<file path="config.mk">
export PLATFORM = sky130hd
export DESIGN_NAME = acc_top
export DESIGN_NICKNAME = d
export VERILOG_FILES = /design/src/design/acc_sar.v /design/src/design/acc_tad_div.v /design/src/design/acc_top.v
export VERILOG_INCLUDE_DIRS = /design/src /design/src/design
export SDC_FILE = /design/constraint.sdc
export NUM_CORES = 1
export LEC_CHECK = 0
export BUFFER_PORTS_ARGS = -buffer_cell sky130_fd_sc_hd__buf_2
export CAP_MARGIN = 20
export CORE_ASPECT_RATIO = 0.8
export CORE_UTILIZATION = 55
export DETAILED_ROUTE_END_ITERATION = 16
export PLACE_DENSITY = 0.79
export SYNTH_ARGS = -nofsm -noshare
export SYNTH_HDL_FRONTEND = slang
export SYNTH_SLANG_ARGS = --single-unit
</file>
<file path="constraint.sdc">
create_clock -name clk_i -period 2.2 [get_ports clk_i]
set_clock_uncertainty 0.1 [all_clocks]
set_input_delay 0 -clock clk_i [delete_from_list [all_inputs] [get_ports clk_i]]
set_output_delay 0 -clock clk_i [all_outputs]
set_load 0.02 [all_outputs]
</file>
<file path="src/design/acc_consts.vh">
// Purpose: Shared constants of the converter control block.
// Assumes: Included by every design file of the block.
// Notes: Offsets are register indices on the 8-bit register port.
`ifndef ACC_CONSTS_VH
`define ACC_CONSTS_VH
// ----------------------------------------
// Register offsets.
// ----------------------------------------
`define ACC_OFF_CTRL 3'h0
`define ACC_OFF_ANS 3'h1
`define ACC_OFF_RES 3'h2
`define ACC_OFF_IFLG 3'h3
`define ACC_OFF_IEN 3'h4
// ----------------------------------------
// Reset values.
// ----------------------------------------
`define ACC_CS_RST 2'h3
`define ACC_CHS_RST 4'hF
`define ACC_ANS_RST 8'hFF
// ----------------------------------------
// Field positions.
// ----------------------------------------
`define ACC_CS_HI 7
`define ACC_CS_LO 6
`define ACC_CH_HI 5
`define ACC_CH_LO 2
`define ACC_GO 1
`define ACC_PWR 0
`define ACC_SRC_HI 7
`define ACC_SRC_LO 4
`define ACC_GLB 0
// ----------------------------------------
// Clock select codes and timing counts.
// ----------------------------------------
`define ACC_CS_DIV16 2'h0
`define ACC_CS_DIV8 2'h1
`define ACC_CS_DIV4 2'h2
`define ACC_CS_INT4 2'h3
`define ACC_INSTR_LAST 2'h3
`define ACC_LIM_DIV16 2'h3
`define ACC_LIM_DIV8 2'h1
`define ACC_LIM_DIV4 2'h0
`define ACC_LIM_INT4 2'h3
`define ACC_TAD_CLEAR 4'h3
`define ACC_MARK_MSB 8'h80
`define ACC_MARK_LSB 8'h01
`endif

</file>
<file path="src/design/acc_sar.v">
// Purpose: Successive approximation sequencer, thirteen periods per conversion.
// Assumes: cmp_i is high when the input lies above the trial code.
// Notes: Dropping run_i stops the sequence and keeps a partial result.
`timescale 1ns/1ns
`include "acc_consts.vh"
module acc_sar (
    input wire clk_i,
    input wire rst_b_i,
    input wire run_i,
    input wire tad_i,
    input wire cmp_i,
    output reg done_o,
    output reg sample_o,
    output reg [7:0] res_o,
    output reg [7:0] trial_o
);
    localparam S_IDLE = 4'h1;
    localparam S_SAMP = 4'h2;
    localparam S_CONV = 4'h4;
    localparam S_LAST = 4'h8;
    reg [3:0] st_q;
    reg [3:0] tad_q;
    reg [7:0] mark_q;
    wire [7:0] kept;

    assign kept = res_o | (cmp_i ? mark_q : 8'h00);

    // four sampling, eight bit, one final period
    always @(posedge clk_i) begin
        if (!rst_b_i) begin
            st_q <= S_IDLE;
            tad_q <= 4'h0;
            mark_q <= 8'h00;
            done_o <= 1'b0;
            sample_o <= 1'b0;
            res_o <= 8'h00;
            trial_o <= 8'h00;
        end else begin
            done_o <= 1'b0;
            if (!run_i) begin
                st_q <= S_IDLE;
                tad_q <= 4'h0;
                sample_o <= 1'b0;
            end else begin
                case (st_q)
                    S_IDLE: begin
                        // A done pulse still in flight must not restart.
                        if (!done_o) begin
                            st_q <= S_SAMP;
                            sample_o <= 1'b1;
                            tad_q <= 4'h0;
                        end
                    end
                    S_SAMP: begin
                        if (tad_i) begin
                            tad_q <= tad_q + 4'h1;
                            if (tad_q == `ACC_TAD_CLEAR) begin
                                res_o <= 8'h00;
                                mark_q <= `ACC_MARK_MSB;
                                trial_o <= `ACC_MARK_MSB;
                                sample_o <= 1'b0;
                                st_q <= S_CONV;
                            end
                        end
                    end
                    S_CONV: begin
                        if (tad_i) begin
                            res_o <= kept;
                            mark_q <= mark_q >> 1;
                            trial_o <= kept | (mark_q >> 1);
                            if (mark_q == `ACC_MARK_LSB) begin
                                st_q <= S_LAST;
                            end
                        end
                    end
                    S_LAST: begin
                        if (tad_i) begin
                            done_o <= 1'b1;
                            st_q <= S_IDLE;
                        end
                    end
                    default: st_q <= S_IDLE;
                endcase
            end
        end
    end
endmodule // acc_sar

</file>
<file path="src/design/acc_tad_div.v">
// Purpose: Makes the converter clock period enable from the instruction clock, or from the internal oscillator for code 11.
// Assumes: clk_i is the main oscillator; four of its cycles make one instruction.
// Notes: The count restarts whenever run_i is low, but the instruction phase runs free, so the first period can be short.
`timescale 1ns/1ns
`include "acc_consts.vh"
module acc_tad_div (
    input wire clk_i,
    input wire rst_b_i,
    input wire run_i,
    input wire [1:0] sel_i,
    input wire osc_tick_i,
    output reg tad_o
);
    reg [1:0] ic_q;
    reg [1:0] cnt_q;
    reg [1:0] lim;
    wire instr_tick;
    wire evt;

    assign instr_tick = (ic_q == `ACC_INSTR_LAST);
    assign evt = (sel_i == `ACC_CS_INT4) ? osc_tick_i : instr_tick;

    always @* begin
        case (sel_i)
            `ACC_CS_DIV16: lim = `ACC_LIM_DIV16;
            `ACC_CS_DIV8: lim = `ACC_LIM_DIV8;
            `ACC_CS_DIV4: lim = `ACC_LIM_DIV4;
            default: lim = `ACC_LIM_INT4;
        endcase
    end

    // Free instruction phase counter and the period counter.
    always @(posedge clk_i) begin
        if (!rst_b_i) begin
            ic_q <= 2'h0;
            cnt_q <= 2'h0;
            tad_o <= 1'b0;
        end else begin
            ic_q <= ic_q + 2'h1;
            tad_o <= 1'b0;
            if (!run_i) begin
                cnt_q <= 2'h0;
            end else if (evt) begin
                if (cnt_q == lim) begin
                    cnt_q <= 2'h0;
                    tad_o <= 1'b1;
                end else begin
                    cnt_q <= cnt_q + 2'h1;
                end
            end
        end
    end
endmodule // acc_tad_div

</file>
<file path="src/design/acc_top.v">
// Purpose: Control of an 8-bit converter plus its interrupt flag registers.
// Assumes: Register port with read data one cycle after the read strobe.
// Notes: Sleep is a level from the core; conversions cannot run during it.
//
// The address map and strobed register access were decided locally.
`timescale 1ns/1ns
`include "acc_consts.vh"

// What this block does
// - A conversion always lasts thirteen converter clock periods.
// - Clock choices are oscillator over 16, 8, 4, or internal over 4.
// - Select code 00 is /16, 01 /8, 10 /4, 11 internal /4.
// - A clock select change applies from the next conversion only.
// - Sleep returns the clock select field to its default.
// - The converter clock is the instruction clock divided down, or the internal oscillator over 4 for code 11.
// - Every reset sets the analog pin select field to all ones.
// - An analog pin has its digital output driver switched off.
// - Analog pin selection works whatever the power-on bit is.
// - A channel change waits until the running conversion ends.
// - Sleep returns the channel field to its default.
// - Start bit begins a conversion; completion clears it, sets done flag.
// - Clearing the start bit mid conversion stops it, keeping partial result.
// - An aborted conversion never sets the done flag.
// - Sleep clears the start bit and stops any conversion.
// - Setting the start bit is ignored while power-on is clear.
// - Done flag is bit 7, sticky until software clears it.
// - Enable bit 7 gates the converter interrupt.
// - Flags 6, 5, 4 are comparator, timer, port change, with enables.
// - Global enable bit 0 chooses vectoring over inline wake.
// - Wake-reset bit 0 makes a wake from Sleep a reset.
module acc_top (
    input wire clk_i,
    input wire rst_b_i,
    input wire [2:0] addr_i,
    input wire [7:0] wdata_i,
    input wire wr_i,
    input wire rd_i,
    input wire sleep_i,
    input wire comp_i,
    input wire internal_oscillator_i,
    input wire cmp_chg_i,
    input wire tmr_ovf_i,
    input wire port_chg_i,
    input wire [7:0] pin_oe_req_i,
    output reg [7:0] rdata_o,
    output wire [7:0] ana_en_o,
    output reg [7:0] pin_oe_o,
    output wire [3:0] chan_o,
    output wire adc_pwr_o,
    output wire sample_o,
    output wire [7:0] trial_o,
    output reg irq_o,
    output reg vector_o,
    output reg wake_o,
    output reg wake_reset_o
);

    // ----------------------------------------
    // Storage.
    // ----------------------------------------
    reg [1:0] cs_q;
    reg [3:0] chs_q;
    reg go_q;
    reg pwr_q;
    reg [7:0] ans_q;
    reg [3:0] chan_q;
    reg [1:0] cs_run_q;
    reg [3:0] flg_q;
    reg gie_q;
    reg [3:0] ien_q;
    reg wur_q;
    reg [1:0] sy1_q;
    reg [1:0] sy2_q;
    reg [1:0] sy3_q;
    reg [1:0] lvl_q;
    reg osc_prev_q;

    wire wr_ctrl;
    wire wr_ans;
    wire wr_iflg;
    wire wr_ien;
    wire start;
    wire abort;
    wire tad;
    wire sar_done;
    wire adc_done;
    wire osc_tick;
    wire pend;
    wire [7:0] res;
    wire [1:0] async_in;
    wire [3:0] flg_src;
    wire [3:0] flg_keep;

    // ----------------------------------------
    // Input synchronisers.
    // ----------------------------------------

    // The comparator and the internal oscillator come from outside this clock.
    assign async_in = {internal_oscillator_i, comp_i};

    genvar gi;
    generate
        for (gi = 0; gi < 2; gi = gi + 1) begin : g_sync
            // A level counts only once the second and third stages agree.
            always @(posedge clk_i) begin
                if (!rst_b_i) begin
                    sy1_q[gi] <= 1'b0;
                    sy2_q[gi] <= 1'b0;
                    sy3_q[gi] <= 1'b0;
                    lvl_q[gi] <= 1'b0;
                end else begin
                    sy1_q[gi] <= async_in[gi];
                    sy2_q[gi] <= sy1_q[gi];
                    sy3_q[gi] <= sy2_q[gi];
                    if (sy2_q[gi] == sy3_q[gi]) begin
                        lvl_q[gi] <= sy3_q[gi];
                    end
                end
            end
        end
    endgenerate

    // Rising edges of the filtered internal oscillator level.
    always @(posedge clk_i) begin
        if (!rst_b_i) begin
            osc_prev_q <= 1'b0;
        end else begin
            osc_prev_q <= lvl_q[1];
        end
    end

    // The internal oscillator must run well below clk_i to be seen at all.
    assign osc_tick = lvl_q[1] & ~osc_prev_q;

    // ----------------------------------------
    // Write decode and conversion requests.
    // ----------------------------------------
    assign wr_ctrl = wr_i & (addr_i == `ACC_OFF_CTRL);
    assign wr_ans = wr_i & (addr_i == `ACC_OFF_ANS);
    assign wr_iflg = wr_i & (addr_i == `ACC_OFF_IFLG);
    assign wr_ien = wr_i & (addr_i == `ACC_OFF_IEN);

    assign start = wr_ctrl & wdata_i[`ACC_GO] & wdata_i[`ACC_PWR] & ~go_q & ~sleep_i;

    // clearing the bit aborts
    // Switching power off mid conversion also stops it, with no done flag.
    assign abort = go_q & wr_ctrl & (~wdata_i[`ACC_GO] | ~wdata_i[`ACC_PWR]);

    assign adc_done = sar_done & go_q;

    // ----------------------------------------
    // Control register.
    // ----------------------------------------

    // Clock select, channel, start and power-on bits.
    always @(posedge clk_i) begin
        if (!rst_b_i) begin
            cs_q <= `ACC_CS_RST;
            chs_q <= `ACC_CHS_RST;
            go_q <= 1'b0;
            pwr_q <= 1'b0;
        end else if (sleep_i) begin
            cs_q <= `ACC_CS_RST;
            chs_q <= `ACC_CHS_RST;
            go_q <= 1'b0;
            pwr_q <= 1'b0;
        end else begin
            if (wr_ctrl) begin
                cs_q <= wdata_i[`ACC_CS_HI:`ACC_CS_LO];
                chs_q <= wdata_i[`ACC_CH_HI:`ACC_CH_LO];
                pwr_q <= wdata_i[`ACC_PWR];
            end
            if (start) begin
                go_q <= 1'b1;
            end else if (sar_done | abort) begin
                go_q <= 1'b0;
            end
        end
    end

    // clock latched at start
    // The readable field may change freely; the running divisor does not.
    always @(posedge clk_i) begin
        if (!rst_b_i) begin
            cs_run_q <= `ACC_CS_RST;
        end else if (start) begin
            cs_run_q <= wdata_i[`ACC_CS_HI:`ACC_CS_LO];
        end
    end

    // channel held while busy
    // Between conversions the analog mux follows the written field at once.
    always @(posedge clk_i) begin
        if (!rst_b_i) begin
            chan_q <= `ACC_CHS_RST;
        end else if (sleep_i) begin
            chan_q <= `ACC_CHS_RST;
        end else if (!go_q) begin
            chan_q <= wr_ctrl ? wdata_i[`ACC_CH_HI:`ACC_CH_LO] : chs_q;
        end
    end

    // ----------------------------------------
    // Analog pin selection.
    // ----------------------------------------

    // independent of power-on
    // Sleep leaves this field untouched.
    always @(posedge clk_i) begin
        if (!rst_b_i) begin
            ans_q <= `ACC_ANS_RST;
        end else if (wr_ans) begin
            ans_q <= wdata_i;
        end
    end

    // analog pins lose driver
    // One cycle of lag after a write is harmless next to pin settling.
    always @(posedge clk_i) begin
        if (!rst_b_i) begin
            pin_oe_o <= 8'h00;
        end else begin
            pin_oe_o <= pin_oe_req_i & ~ans_q;
        end
    end

    // ----------------------------------------
    // Converter clock and sequencer.
    // ----------------------------------------

    acc_tad_div u_div (
        .clk_i(clk_i),
        .rst_b_i(rst_b_i),
        .run_i(go_q),
        .sel_i(cs_run_q),
        .osc_tick_i(osc_tick),
        .tad_o(tad)
    );

    acc_sar u_sar (
        .clk_i(clk_i),
        .rst_b_i(rst_b_i),
        .run_i(go_q),
        .tad_i(tad),
        .cmp_i(lvl_q[0]),
        .done_o(sar_done),
        .sample_o(sample_o),
        .res_o(res),
        .trial_o(trial_o)
    );

    // ----------------------------------------
    // Interrupt flags and enables.
    // ----------------------------------------

    assign flg_src = {adc_done, cmp_chg_i, tmr_ovf_i, port_chg_i};
    assign flg_keep = wr_iflg ? wdata_i[`ACC_SRC_HI:`ACC_SRC_LO] : flg_q;

    // flags ignore enables
    // A source event in the cycle of a clearing write wins over the write.
    always @(posedge clk_i) begin
        if (!rst_b_i) begin
            flg_q <= 4'h0;
            gie_q <= 1'b0;
        end else begin
            flg_q <= flg_keep | flg_src;
            if (wr_iflg) begin
                gie_q <= wdata_i[`ACC_GLB];
            end
        end
    end

    always @(posedge clk_i) begin
        if (!rst_b_i) begin
            ien_q <= 4'h0;
            wur_q <= 1'b0;
        end else if (wr_ien) begin
            ien_q <= wdata_i[`ACC_SRC_HI:`ACC_SRC_LO];
            wur_q <= wdata_i[`ACC_GLB];
        end
    end

    assign pend = |(flg_q & ien_q);

    always @(posedge clk_i) begin
        if (!rst_b_i) begin
            irq_o <= 1'b0;
            vector_o <= 1'b0;
            wake_o <= 1'b0;
            wake_reset_o <= 1'b0;
        end else begin
            irq_o <= pend;
            vector_o <= pend & gie_q & ~(sleep_i & wur_q);
            wake_o <= pend & sleep_i;
            wake_reset_o <= pend & sleep_i & wur_q;
        end
    end

    // ----------------------------------------
    // Read port.
    // ----------------------------------------

    // unused bits read zero
    // Data stand only in the cycle after the strobe; unmapped reads give zero.
    always @(posedge clk_i) begin
        if (!rst_b_i) begin
            rdata_o <= 8'h00;
        end else if (rd_i) begin
            case (addr_i)
                `ACC_OFF_CTRL: rdata_o <= {cs_q, chs_q, go_q, pwr_q};
                `ACC_OFF_ANS: rdata_o <= ans_q;
                `ACC_OFF_RES: rdata_o <= res;
                `ACC_OFF_IFLG: rdata_o <= {flg_q, 3'h0, gie_q};
                `ACC_OFF_IEN: rdata_o <= {ien_q, 3'h0, wur_q};
                default: rdata_o <= 8'h00;
            endcase
        end else begin
            rdata_o <= 8'h00;
        end
    end

    // ----------------------------------------
    // Flop-fed outputs.
    // ----------------------------------------

    // These are register bits passed out unchanged.
    assign ana_en_o = ans_q;
    assign chan_o = chan_q;
    assign adc_pwr_o = pwr_q;

endmodule // acc_top

</file>
==> results.toml, run 1 <==
[clock_tree]
path_clk_slew_ps = 100
cts_sinks = 100
cts_buffers = 9
clock_path_buffers = 2
cts_root_buffer = "clkbuf_8"
cts-resized-gates = 0
h-tree-depth = 3
clk_latency_ps = 380
post-cts-setup-buffers = 0
cts_tree = "built"

[placed_design]
gp_congestion = 0.8639
dp_hpwl_mm = 6.435
numPortBuffers = 70

[timing]
fmax_ghz = 0.4994
setup_viol = 0
tns_ps = 0
hold_violations = 0
worst_pin_slew_ps = 791.5
drv_slew = 0
slew_headroom = 0.4723
rsz0062_at_grt = "no"
period_needed_ps = 2002
min_period_over_period = 0.9102

[floorplanning]
dieArea_mm2 = 0.007576
ios = 71
rows = 27
coreArea_mm2 = 0.006925
die_height_um = 78.05
dieWidth_um = 97.07
initial_utilization = 0.5742

[yosys]
syn_avg_cell_area_um2 = 9.445
synth-async-reset-ratio = 0
synth_fp_nets = 454
synth_top_flop_cell = "dfxtp_1"
syn_inst = 421
ys_ff_latch = 100
synth_edf_count = 0
synthDistinctLibCells = 49
synth.cell_area_mm2 = 0.003976
ys_seq_area_frac = 0.5035
synth_warnings = 0

[detailed_routing]
drtPass1Iterations = 4
drt_iter0_drc = 203
routed_wl_mm = 9.722
via_count = 3365
wire_per_inst_um = 15.96
drc_errors = 0
antenna_left = 0
via_per_inst = 5.525

[worst_hold_path]
hold_end = "rdata_o[6]$_SDFF_PN0_"
worst_hold_startpoint = "addr_i[2]"
min_path_cells = 4
min_path_type = "primary input to flip-flop"

[global_route]
grt_max_degree = 27
grt_antenna_before_repair = 0
grt_pass1_wl_mm = 16.24
grt_pass1_vias = 3312
groute.usage.overall = 0.2743
grt_overflow = 0

[critical_path]
required_ps = 2400
crit_arrival_ps = 2200
cp_max_fo = 14
endpoint_kind = "flip-flop"
r2r_slack_ps = 200
crit_path_start_kind = "flip-flop"
path_class = "flip-flop to flip-flop"
reg2reg_from = "u_sar.st_q[2]$_SDFFE_PN0P_"
reg2regPathDepth = 4
r2r-end = "u_sar.res_o[4]$_SDFFE_PN0P_"

[power]
p_leak_nw = 2.052
vdd_drop_max_uv = 416.3
p_per_area_mw_per_mm2 = 684.0
power_mw = 3.342

[final_layout]
fillCellCount = 559
antenna_cells = 0
seq_area_mm2 = 0.002002
layout.cells.most_common = "dfxtp_1"
syn2layout_area_growth_pct = 22.88
multi_input_area_mm2 = 0.001814
mostFrequentLayoutCells = "dfxtp_1 (100), buf_2 (70), nand2_1 (46)"
nNetsFinal = 550
drive_gt1_frac = 0.1973

[outcome]
status = "finished, final reports clean"

[flow_run]
maxCapViolCount = 0
## layout make-up
cell class                 count  area share
sequential                   100      0.4097
multi-input combinational    287      0.3713
timing repair buffer         107      0.1439
clock buffer                   9     0.02535
tap                           87     0.02228
clock inverter                 7     0.01818
inverter                      12    0.009219
## cells by family (layout without fill, tap and decap cells)
kind of cell             Yosys count  count (layout)  synth area share
AO/OA/AOI/OAI                     86              86            0.1454
XOR/XNOR                           4               4          0.008812
adder cells (fa/ha/maj)            4               4           0.01259
buffers and inverters             34             135           0.04028
flip-flops                       100             100            0.5035
multiplexers                      29              29           0.07332
AND/OR/NAND/NOR                  164             164            0.2162
## where the power goes
| part | leakage (nW) | internal, mW | switching, mW | total, mW |
|---|---|---|---|---|
| logic | 1.14 | 0.109 | 0.126 | 0.234 |
| registers | 0.810 | 1.84 | 0.0183 | 1.85 |
| clock network | 0.106 | 0.555 | 0.697 | 1.25 |
| total | 2.05 | 2.50 | 0.841 | 3.34 |
## layer usage
layer	vias to the layer above	part of all wire	GRT usage
met5	-	0	0
met4	0	0.012	0.07910
met3	14	0.058	0.07480
met2	114	0.49	0.4683
met1	1579	0.44	0.3417
li1	1658	-	-
## worst max path at each step
stage	start	to
CTS	u_sar.st_q[2]$_SDFFE_PN0P_	u_sar.res_o[4]$_SDFFE_PN0P_
detailed placement	u_sar.st_q[2]$_SDFFE_PN0P_	u_sar.res_o[4]$_SDFFE_PN0P_
global route	u_sar.st_q[2]$_SDFFE_PN0P_	u_sar.res_o[6]$_SDFFE_PN0P_
floorplan	u_sar.tad_q[0]$_SDFFE_PN0P_	u_sar.res_o[7]$_SDFFE_PN0P_
global placement	u_sar.tad_q[0]$_SDFFE_PN0P_	u_sar.mark_q[5]$_SDFFE_PN0P_
finish	u_sar.st_q[2]$_SDFFE_PN0P_	u_sar.res_o[4]$_SDFFE_PN0P_
## worst max-delay path, stage by stage (launching register included)
cell and delay (ps):
dfxtp_1 510, and2b_2 240, nand2b_2 90, or4_1 730, o2bb2ai_1 250
## registers in the layout, indices dropped and copies added, names as in the netlist, 4 cells and up
register and cells:
rdata_o 8, flg_q 4, chs_q 4, ana_en_o 8
pin_oe_o 8, ien_q 4, chan_o 4, u_sar.st_q 4
u_sar.res_o 8, u_sar.mark_q 8, u_sar.trial_o 8, u_sar.tad_q 4
## cells in the mapped netlist, types with 2 or more instances
master | number | area (um^2)
nor3_1 | 8 | 40.04
buf_2 | 4 | 20.02
o211ai_1 | 2 | 15.01
ha_1 | 4 | 50.05
nand3_1 | 17 | 85.08
a22oi_1 | 7 | 52.55
nor2b_1 | 20 | 125.1
nor2_1 | 36 | 135.1
inv_1 | 12 | 45.04
a22o_1 | 8 | 70.07
a21oi_1 | 33 | 165.2
dfxtp_1 | 100 | 2002
or4_1 | 2 | 15.01
and2_1 | 11 | 68.82
clkbuf_1 | 13 | 48.80
buf_6 | 3 | 33.78
nor4b_4 | 2 | 47.55
nand2b_1 | 2 | 12.51
mux2i_1 | 28 | 280.3
nand2_1 | 46 | 172.7
o2bb2ai_1 | 14 | 122.6
nor3b_1 | 2 | 15.01
and3_1 | 5 | 31.28
xor2_1 | 3 | 26.28
nor4_1 | 2 | 12.51
o21ai_0 | 11 | 55.05
nand3b_1 | 4 | 30.03
## metrics by stage
step                hold WS (ps)  setup WS, ps  cells  area [um^2]  utilization
detailed placement         109.6         212.4    563         4373       0.6314
floorplan                  13.79         385.6    421         3976            -
CTS                        13.12         189.4    609         4886       0.7055
finish                     12.39         197.6    609         4886       0.7055
global placement           106.5         271.5    563         4373       0.6314
global route               21.19         78.23    609         4886       0.7055
## timing repair
item                       CTS  global route
setup endpoints to repair    0             0
hold endpoints to repair    55             0
hold buffers                30             0
Note: power is estimated with default switching activity, not from simulation.
==> run 2, diff against run 1 <==
--- a/config.mk
+++ b/config.mk
@@ -8,10 +8,10 @@
 export LEC_CHECK = 0
 export BUFFER_PORTS_ARGS = -buffer_cell sky130_fd_sc_hd__buf_2
 export CAP_MARGIN = 20
-export CORE_ASPECT_RATIO = 0.8
+export CORE_ASPECT_RATIO = 1.25
 export CORE_UTILIZATION = 55
 export DETAILED_ROUTE_END_ITERATION = 16
-export PLACE_DENSITY = 0.79
+export PLACE_DENSITY = 0.78
 export SYNTH_ARGS = -nofsm -noshare
 export SYNTH_HDL_FRONTEND = slang
 export SYNTH_SLANG_ARGS = --single-unit
==> run 2 against run 1 <==
- maximum frequency is 0.88% lower
- routed wire length decreased by 5.7%
- flip-flop and latch count is the same
- hold slack better by 15 ps
- first-iteration DRC count shrank 24%
- die area stayed put
- count of clock-buffer cells in the layout rose by 2
- critical path type unchanged
- highest routed layer unchanged
==> results.toml, run 2 (synthesis gave the netlist of run 1 again) <==
[final_layout]
antenna_cells = 0
layout.cells.most_common = "dfxtp_1"
mostFrequentLayoutCells = "dfxtp_1 (100), buf_2 (70), nand2_1 (46)"
drive_gt1_frac = 0.1923
syn2layout_area_growth_pct = 22.53
design_area_mm2 = 0.004872
nNetsFinal = 549
fin_cells = 610

[global_route]
grt_pass1_wl_mm = 14.84
grt_antenna_before_repair = 0
grt_max_degree = 28
grt_pass1_vias = 3183
groute.usage.overall = 0.2520
grt_overflow = 0

[critical_path]
r2r-end = "u_sar.mark_q[1]$_SDFFE_PN0P_"
r2r_slack_ps = 180
cp_max_fo = 22
reg2regPathDepth = 5
reg2reg_from = "u_sar.tad_q[0]$_SDFFE_PN0P_"
cp.depth = 5
required_ps = 2360
crit_arrival_ps = 2180
startpoint = "u_sar.tad_q[0]$_SDFFE_PN0P_"
slowest_stage = "o31a_1"
critical_path_buf_inv_count = 0
critPathMaxStageDelay_ps = 550
crit_path_start_kind = "flip-flop"
crit_chain = "ha_1 -> nor3b_1 -> a21oi_1 -> o31a_1 -> a22o_1"
path_class = "flip-flop to flip-flop"
worstSetupEndpoint = "u_sar.mark_q[1]$_SDFFE_PN0P_"
endpoint_kind = "flip-flop"
path_delay_family = "compound AO/OA/AOI/OAI gates"

[floorplanning]
initial_utilization = 0.5699
dieWidth_um = 78.05
ios = 71
coreArea_mm2 = 0.006977
rows = 34
die_height_um = 97.07
dieArea_mm2 = 0.007576

[clock_tree]
clk_latency_ps = 360
h-tree-depth = 3
clock_path_buffers = 2
cts_root_buffer = "clkbuf_8"
cts_buffers = 9
cts_sinks = 100
path_clk_slew_ps = 90
cts_tree = "built"
post-cts-setup-buffers = 0

[placed_design]
dp_hpwl_mm = 6.239
numPlacedInstances = 566
numPortBuffers = 70
gp_congestion = 0.8193
dpl_cell_area_mm2 = 0.004377

[detailed_routing]
antenna_left = 0
via_per_inst = 5.452
routed_wl_mm = 9.165
via_count = 3326
wire_per_inst_um = 15.02
drtPass1Iterations = 4
drt_iter0_drc = 155
drc_errors = 0

[timing]
period_needed_ps = 2020
fmax_ghz = 0.4950
rsz0062_at_grt = "no"
whs_ps = 27.10
worst_pin_slew_ps = 773.1
drv_slew = 0
slew_headroom = 0.4846
min_period_over_period = 0.9183
hold_violations = 0
setup_viol = 0
tns_ps = 0

[power]
p_per_area_mw_per_mm2 = 684.3
vdd_drop_max_uv = 493.6
p_leak_nw = 2.047
power_mw = 3.334

[flow_run]
maxCapViolCount = 0

[worst_hold_path]
min_path_type = "primary input to flip-flop"

[outcome]
status = "finished, final reports clean"
==> run 2: cell types whose count changed in the layout (fill, tap and decap cells not counted) <==
cell / before / now
bufinv_16: 1 / 2
clkbuf_1: 0 / 2
clkinv_2: 0 / 1
clkinv_4: 1 / 0
clkinvlp_4: 1 / 0
dlygate4sd3_1: 30 / 29
inv_8: 3 / 0
==> run 2: cell type report <==
cell class	count	area (um^2)
multi-input cells	287	1814
repair buffers	106	693.2
well taps	90	112.6
clock inverters	4	73.82
fillers	559	2105
clock buffers	11	131.4
inverters	12	45.04
flip-flops and latches	100	2002
==> run 2: worst min-delay path by stage <==
stage / startpoint / endpoint / depth (start not counted)
after floorplan: pin_oe_req_i[0] / pin_oe_o[0]$_SDFF_PN0_ / 2
after global placement: comp_i / sy1_q[0]$_SDFF_PN0_ / 2
after detailed placement: comp_i / sy1_q[0]$_SDFF_PN0_ / 2
after CTS: addr_i[2] / rdata_o[6]$_SDFF_PN0_ / 4
after global routing: addr_i[2] / rdata_o[6]$_SDFF_PN0_ / 4
final: addr_i[2] / rdata_o[6]$_SDFF_PN0_ / 4
==> run 2: worst min-delay path, stage by stage <==
cell and delay (ps):
buf_2 160, inv_1 130, a21oi_1 80, nor2_1 80
==> run 2: power breakdown <==
group          internal [mW]  total (mW)  leakage, nW  switching, mW
sequential              1.84        1.85        0.810         0.0179
clock                  0.638        1.25        0.104          0.612
combinational          0.107       0.230         1.13          0.123
==> run 2: metrics by stage <==
step	setup slack, ps	util
6_report	179.8	0.6984
5_1_grt	35.61	0.6984
4_1_cts	168.2	0.6984
3_5_place_dp	174.6	0.6273
3_3_place_gp	210.2	0.6273
2_1_floorplan	385.6	-
==> run 2: routing by layer <==
metal	wire length, um	GRT usage
met1	3924	0.2993
met2	4586	0.4352
met3	495	0.05540
met4	159	0.1011
met5	0	0
==> run 2: repair_timing <==
action | CTS | global route
hold endpoints to repair | 53 | 0
resized for setup | 0 | 0
hold buffers | 29 | 0
==> run 3, diff against run 2 <==
--- a/config.mk
+++ b/config.mk
@@ -6,6 +6,7 @@
 export SDC_FILE = /design/constraint.sdc
 export NUM_CORES = 1
 export LEC_CHECK = 0
+export ABC_AREA = 1
 export BUFFER_PORTS_ARGS = -buffer_cell sky130_fd_sc_hd__buf_2
 export CAP_MARGIN = 20
 export CORE_ASPECT_RATIO = 1.25
==> run 3 against run 2 <==
- via count increased by 15%
- cell count increased by 20%
- total power decreased by 0.28%
- count of clock-buffer cells in the layout decreased by 2
- synthesized cell count increased by 27%
- design area increased by 2.5%
- worst setup slack got worse by 60 ps
- flip-flop and latch count unchanged
- clock power about the same
- die area increased by 1.5%
==> results.toml, run 3 <==
[detailed_routing]
wire_per_inst_um = 14.16
antenna_left = 0
via_per_inst = 5.240
routed_wl_mm = 10.38
drtPass1Iterations = 5
via_count = 3841
drt_iter0_drc = 257
drc_errors = 0

[critical_path]
reg2regPathDepth = 4
required_ps = 2370
critical_path_buf_inv_count = 4
path_delay_family = "buffers and inverters"
crit_chain = "dlygate4sd3_1 -> buf_2 -> nor3_4 -> nand2_2 -> inv_2 -> nand2_2 -> nand2_1 -> nand3_1 -> dlygate4sd3_1"
critPathMaxStageDelay_ps = 560
crit_path_start_kind = "primary input"
endpoint_kind = "flip-flop"
cp_max_fo = 11
slowest_stage = "dlygate4sd3_1"
cp.depth = 9
path_class = "primary input to flip-flop"
crit_arrival_ps = 2250

[floorplanning]
die_height_um = 97.78
coreArea_mm2 = 0.007019
rows = 34
ios = 71
dieArea_mm2 = 0.007688
dieWidth_um = 78.63
initial_utilization = 0.5750

[clock_tree]
cts_tree = "built"
clk_latency_ps = 380
path_clk_slew_ps = 100
h-tree-depth = 3
clock_path_buffers = 2
cts_buffers = 9
cts_sinks = 100
cts_root_buffer = "clkbuf_8"
post-cts-setup-buffers = 0

[yosys]
ys_seq_area_frac = 0.4960
syn_inst = 533
ys_ff_latch = 100
synth_warnings = 0
synthDistinctLibCells = 37
synth.cell_area_mm2 = 0.004036
synth_fp_nets = 566
synth_area_leaders = "dfxtp_1 (50%), nand2_1 (14%), inv_1 (6.3%)"
synth_common_cells = "nand2_1 (150), dfxtp_1 (100), inv_1 (68)"
synth-async-reset-ratio = 0
synth_edf_count = 0
synth_top_flop_cell = "dfxtp_1"
yosysMostFrequentCell = "nand2_1"
yosys.area.top_type = "dfxtp_1"
syn_avg_cell_area_um2 = 7.573
synth_top_cell_area_share = 0.4960

[global_route]
gr-max-usage-layer = "met2"
met1_usage = 0.3270
use_met2 = 0.4849
grt_antenna_before_repair = 0
use_met3 = 0.04860
grt_pass1_vias = 3671
grt_pass1_wl_mm = 16.54
groute.usage.overall = 0.2780
grt_max_degree = 34
grt_overflow = 0

[final_layout]
antenna_cells = 0
syn2layout_area_growth_pct = 23.74
layout.cells.most_common = "nand2_1"
mostFrequentLayoutCells = "nand2_1 (150), dfxtp_1 (100), buf_2 (70)"
drive_gt1_frac = 0.1695
nNetsFinal = 671

[timing]
period_needed_ps = 2080
fmax_ghz = 0.4808
slew_headroom = 0.5988
tns_ps = 0
min_period_over_period = 0.9455
hold_violations = 0
setup_viol = 0
drv_slew = 0
worst_pin_slew_ps = 599.9
rsz0062_at_grt = "no"

[flow_run]
maxCapViolCount = 0

[worst_hold_path]
min_path_type = "primary input to flip-flop"
min_path_cells = 4

[placed_design]
dp_hpwl_mm = 6.896
numPortBuffers = 70
gp_congestion = 0.9784

[power]
vdd_drop_max_uv = 421.2
p_per_area_mw_per_mm2 = 665.6
p_leak_nw = 2.383
power_mw = 3.324

[outcome]
status = "finished, final reports clean"
run 3: what timing repair did:
item,CTS,global route
gates resized for setup,0,2
hold buffers,34,1
endpoints found under the setup margin,0,3
endpoints found under the hold margin,56,1
run 3: area by class of cell:
type / count / area (um^2)
fill: 580 / 2024
sequential: 100 / 2002
multi-input combinational: 349 / 1698
timing repair buffer: 106 / 708.2
inverter: 72 / 270.3
clock buffer: 9 / 123.9
tap: 90 / 112.6
clock inverter: 7 / 80.08
run 3: cells by family after synthesis:
family                   share of synthesized area
AO/OA/AOI/OAI                               0.1367
XOR/XNOR                                  0.004341
adder cells (fa/ha/maj)                    0.01240
buffers and inverters                      0.08462
flip-flops                                  0.4960
AND/OR/NAND/NOR                             0.2660
run 3: tightest hold or removal path, delay by kind of cell:
| kind | cells | cell delay (ps) |
|---|---|---|
| simple gates | 1 | 40 |
| buf+inv | 3 | 650 |
run 3: worst paths after layout:
check | slack [ps] | endpoint | start
setup / recovery | 120 | cs_run_q[0]$_SDFFE_PN1P_ | addr_i[0]
hold / removal | 240 | sy1_q[0]$_SDFF_PN0_ | comp_i
setup reg to reg | 380 | u_sar.trial_o[6]$_SDFFE_PN0P_ | go_q$_SDFFE_PP0P_
hold reg to reg | 330 | sy2_q[1]$_SDFF_PN0_ | sy1_q[1]$_SDFF_PN0_
run 3: power by group:
part           switching [mW]  internal (mW)
logic                   0.144          0.102
clock network           0.680          0.541
registers              0.0160           1.84
run 3: metal layers:
| metal | share of wire | vias up | routed length [um] |
|---|---|---|---|
| met5 | 0 | - | 0 |
| met4 | 0.023 | 0 | 236 |
| met3 | 0.057 | 22 | 594 |
| met2 | 0.51 | 103 | 5308 |
| met1 | 0.41 | 1791 | 4238 |
| li1 | - | 1925 | - |
run 3: stage by stage:
stage | instance area [um^2] | util | hold slack [ps] | std cells | worst slack, ps
3_3_place_gp | 4436 | 0.6319 | 87.35 | 682 | 525.8
6_report | 4995 | 0.7116 | 240.6 | 733 | 120.0
3_5_place_dp | 4436 | 0.6319 | 94.90 | 682 | 397.9
5_1_grt | 4995 | 0.7116 | 273.9 | 733 | 17.86
2_1_floorplan | 4036 | - | -2.369 | 533 | 848.4
4_1_cts | 4980 | 0.7094 | 21.31 | 732 | 176.2
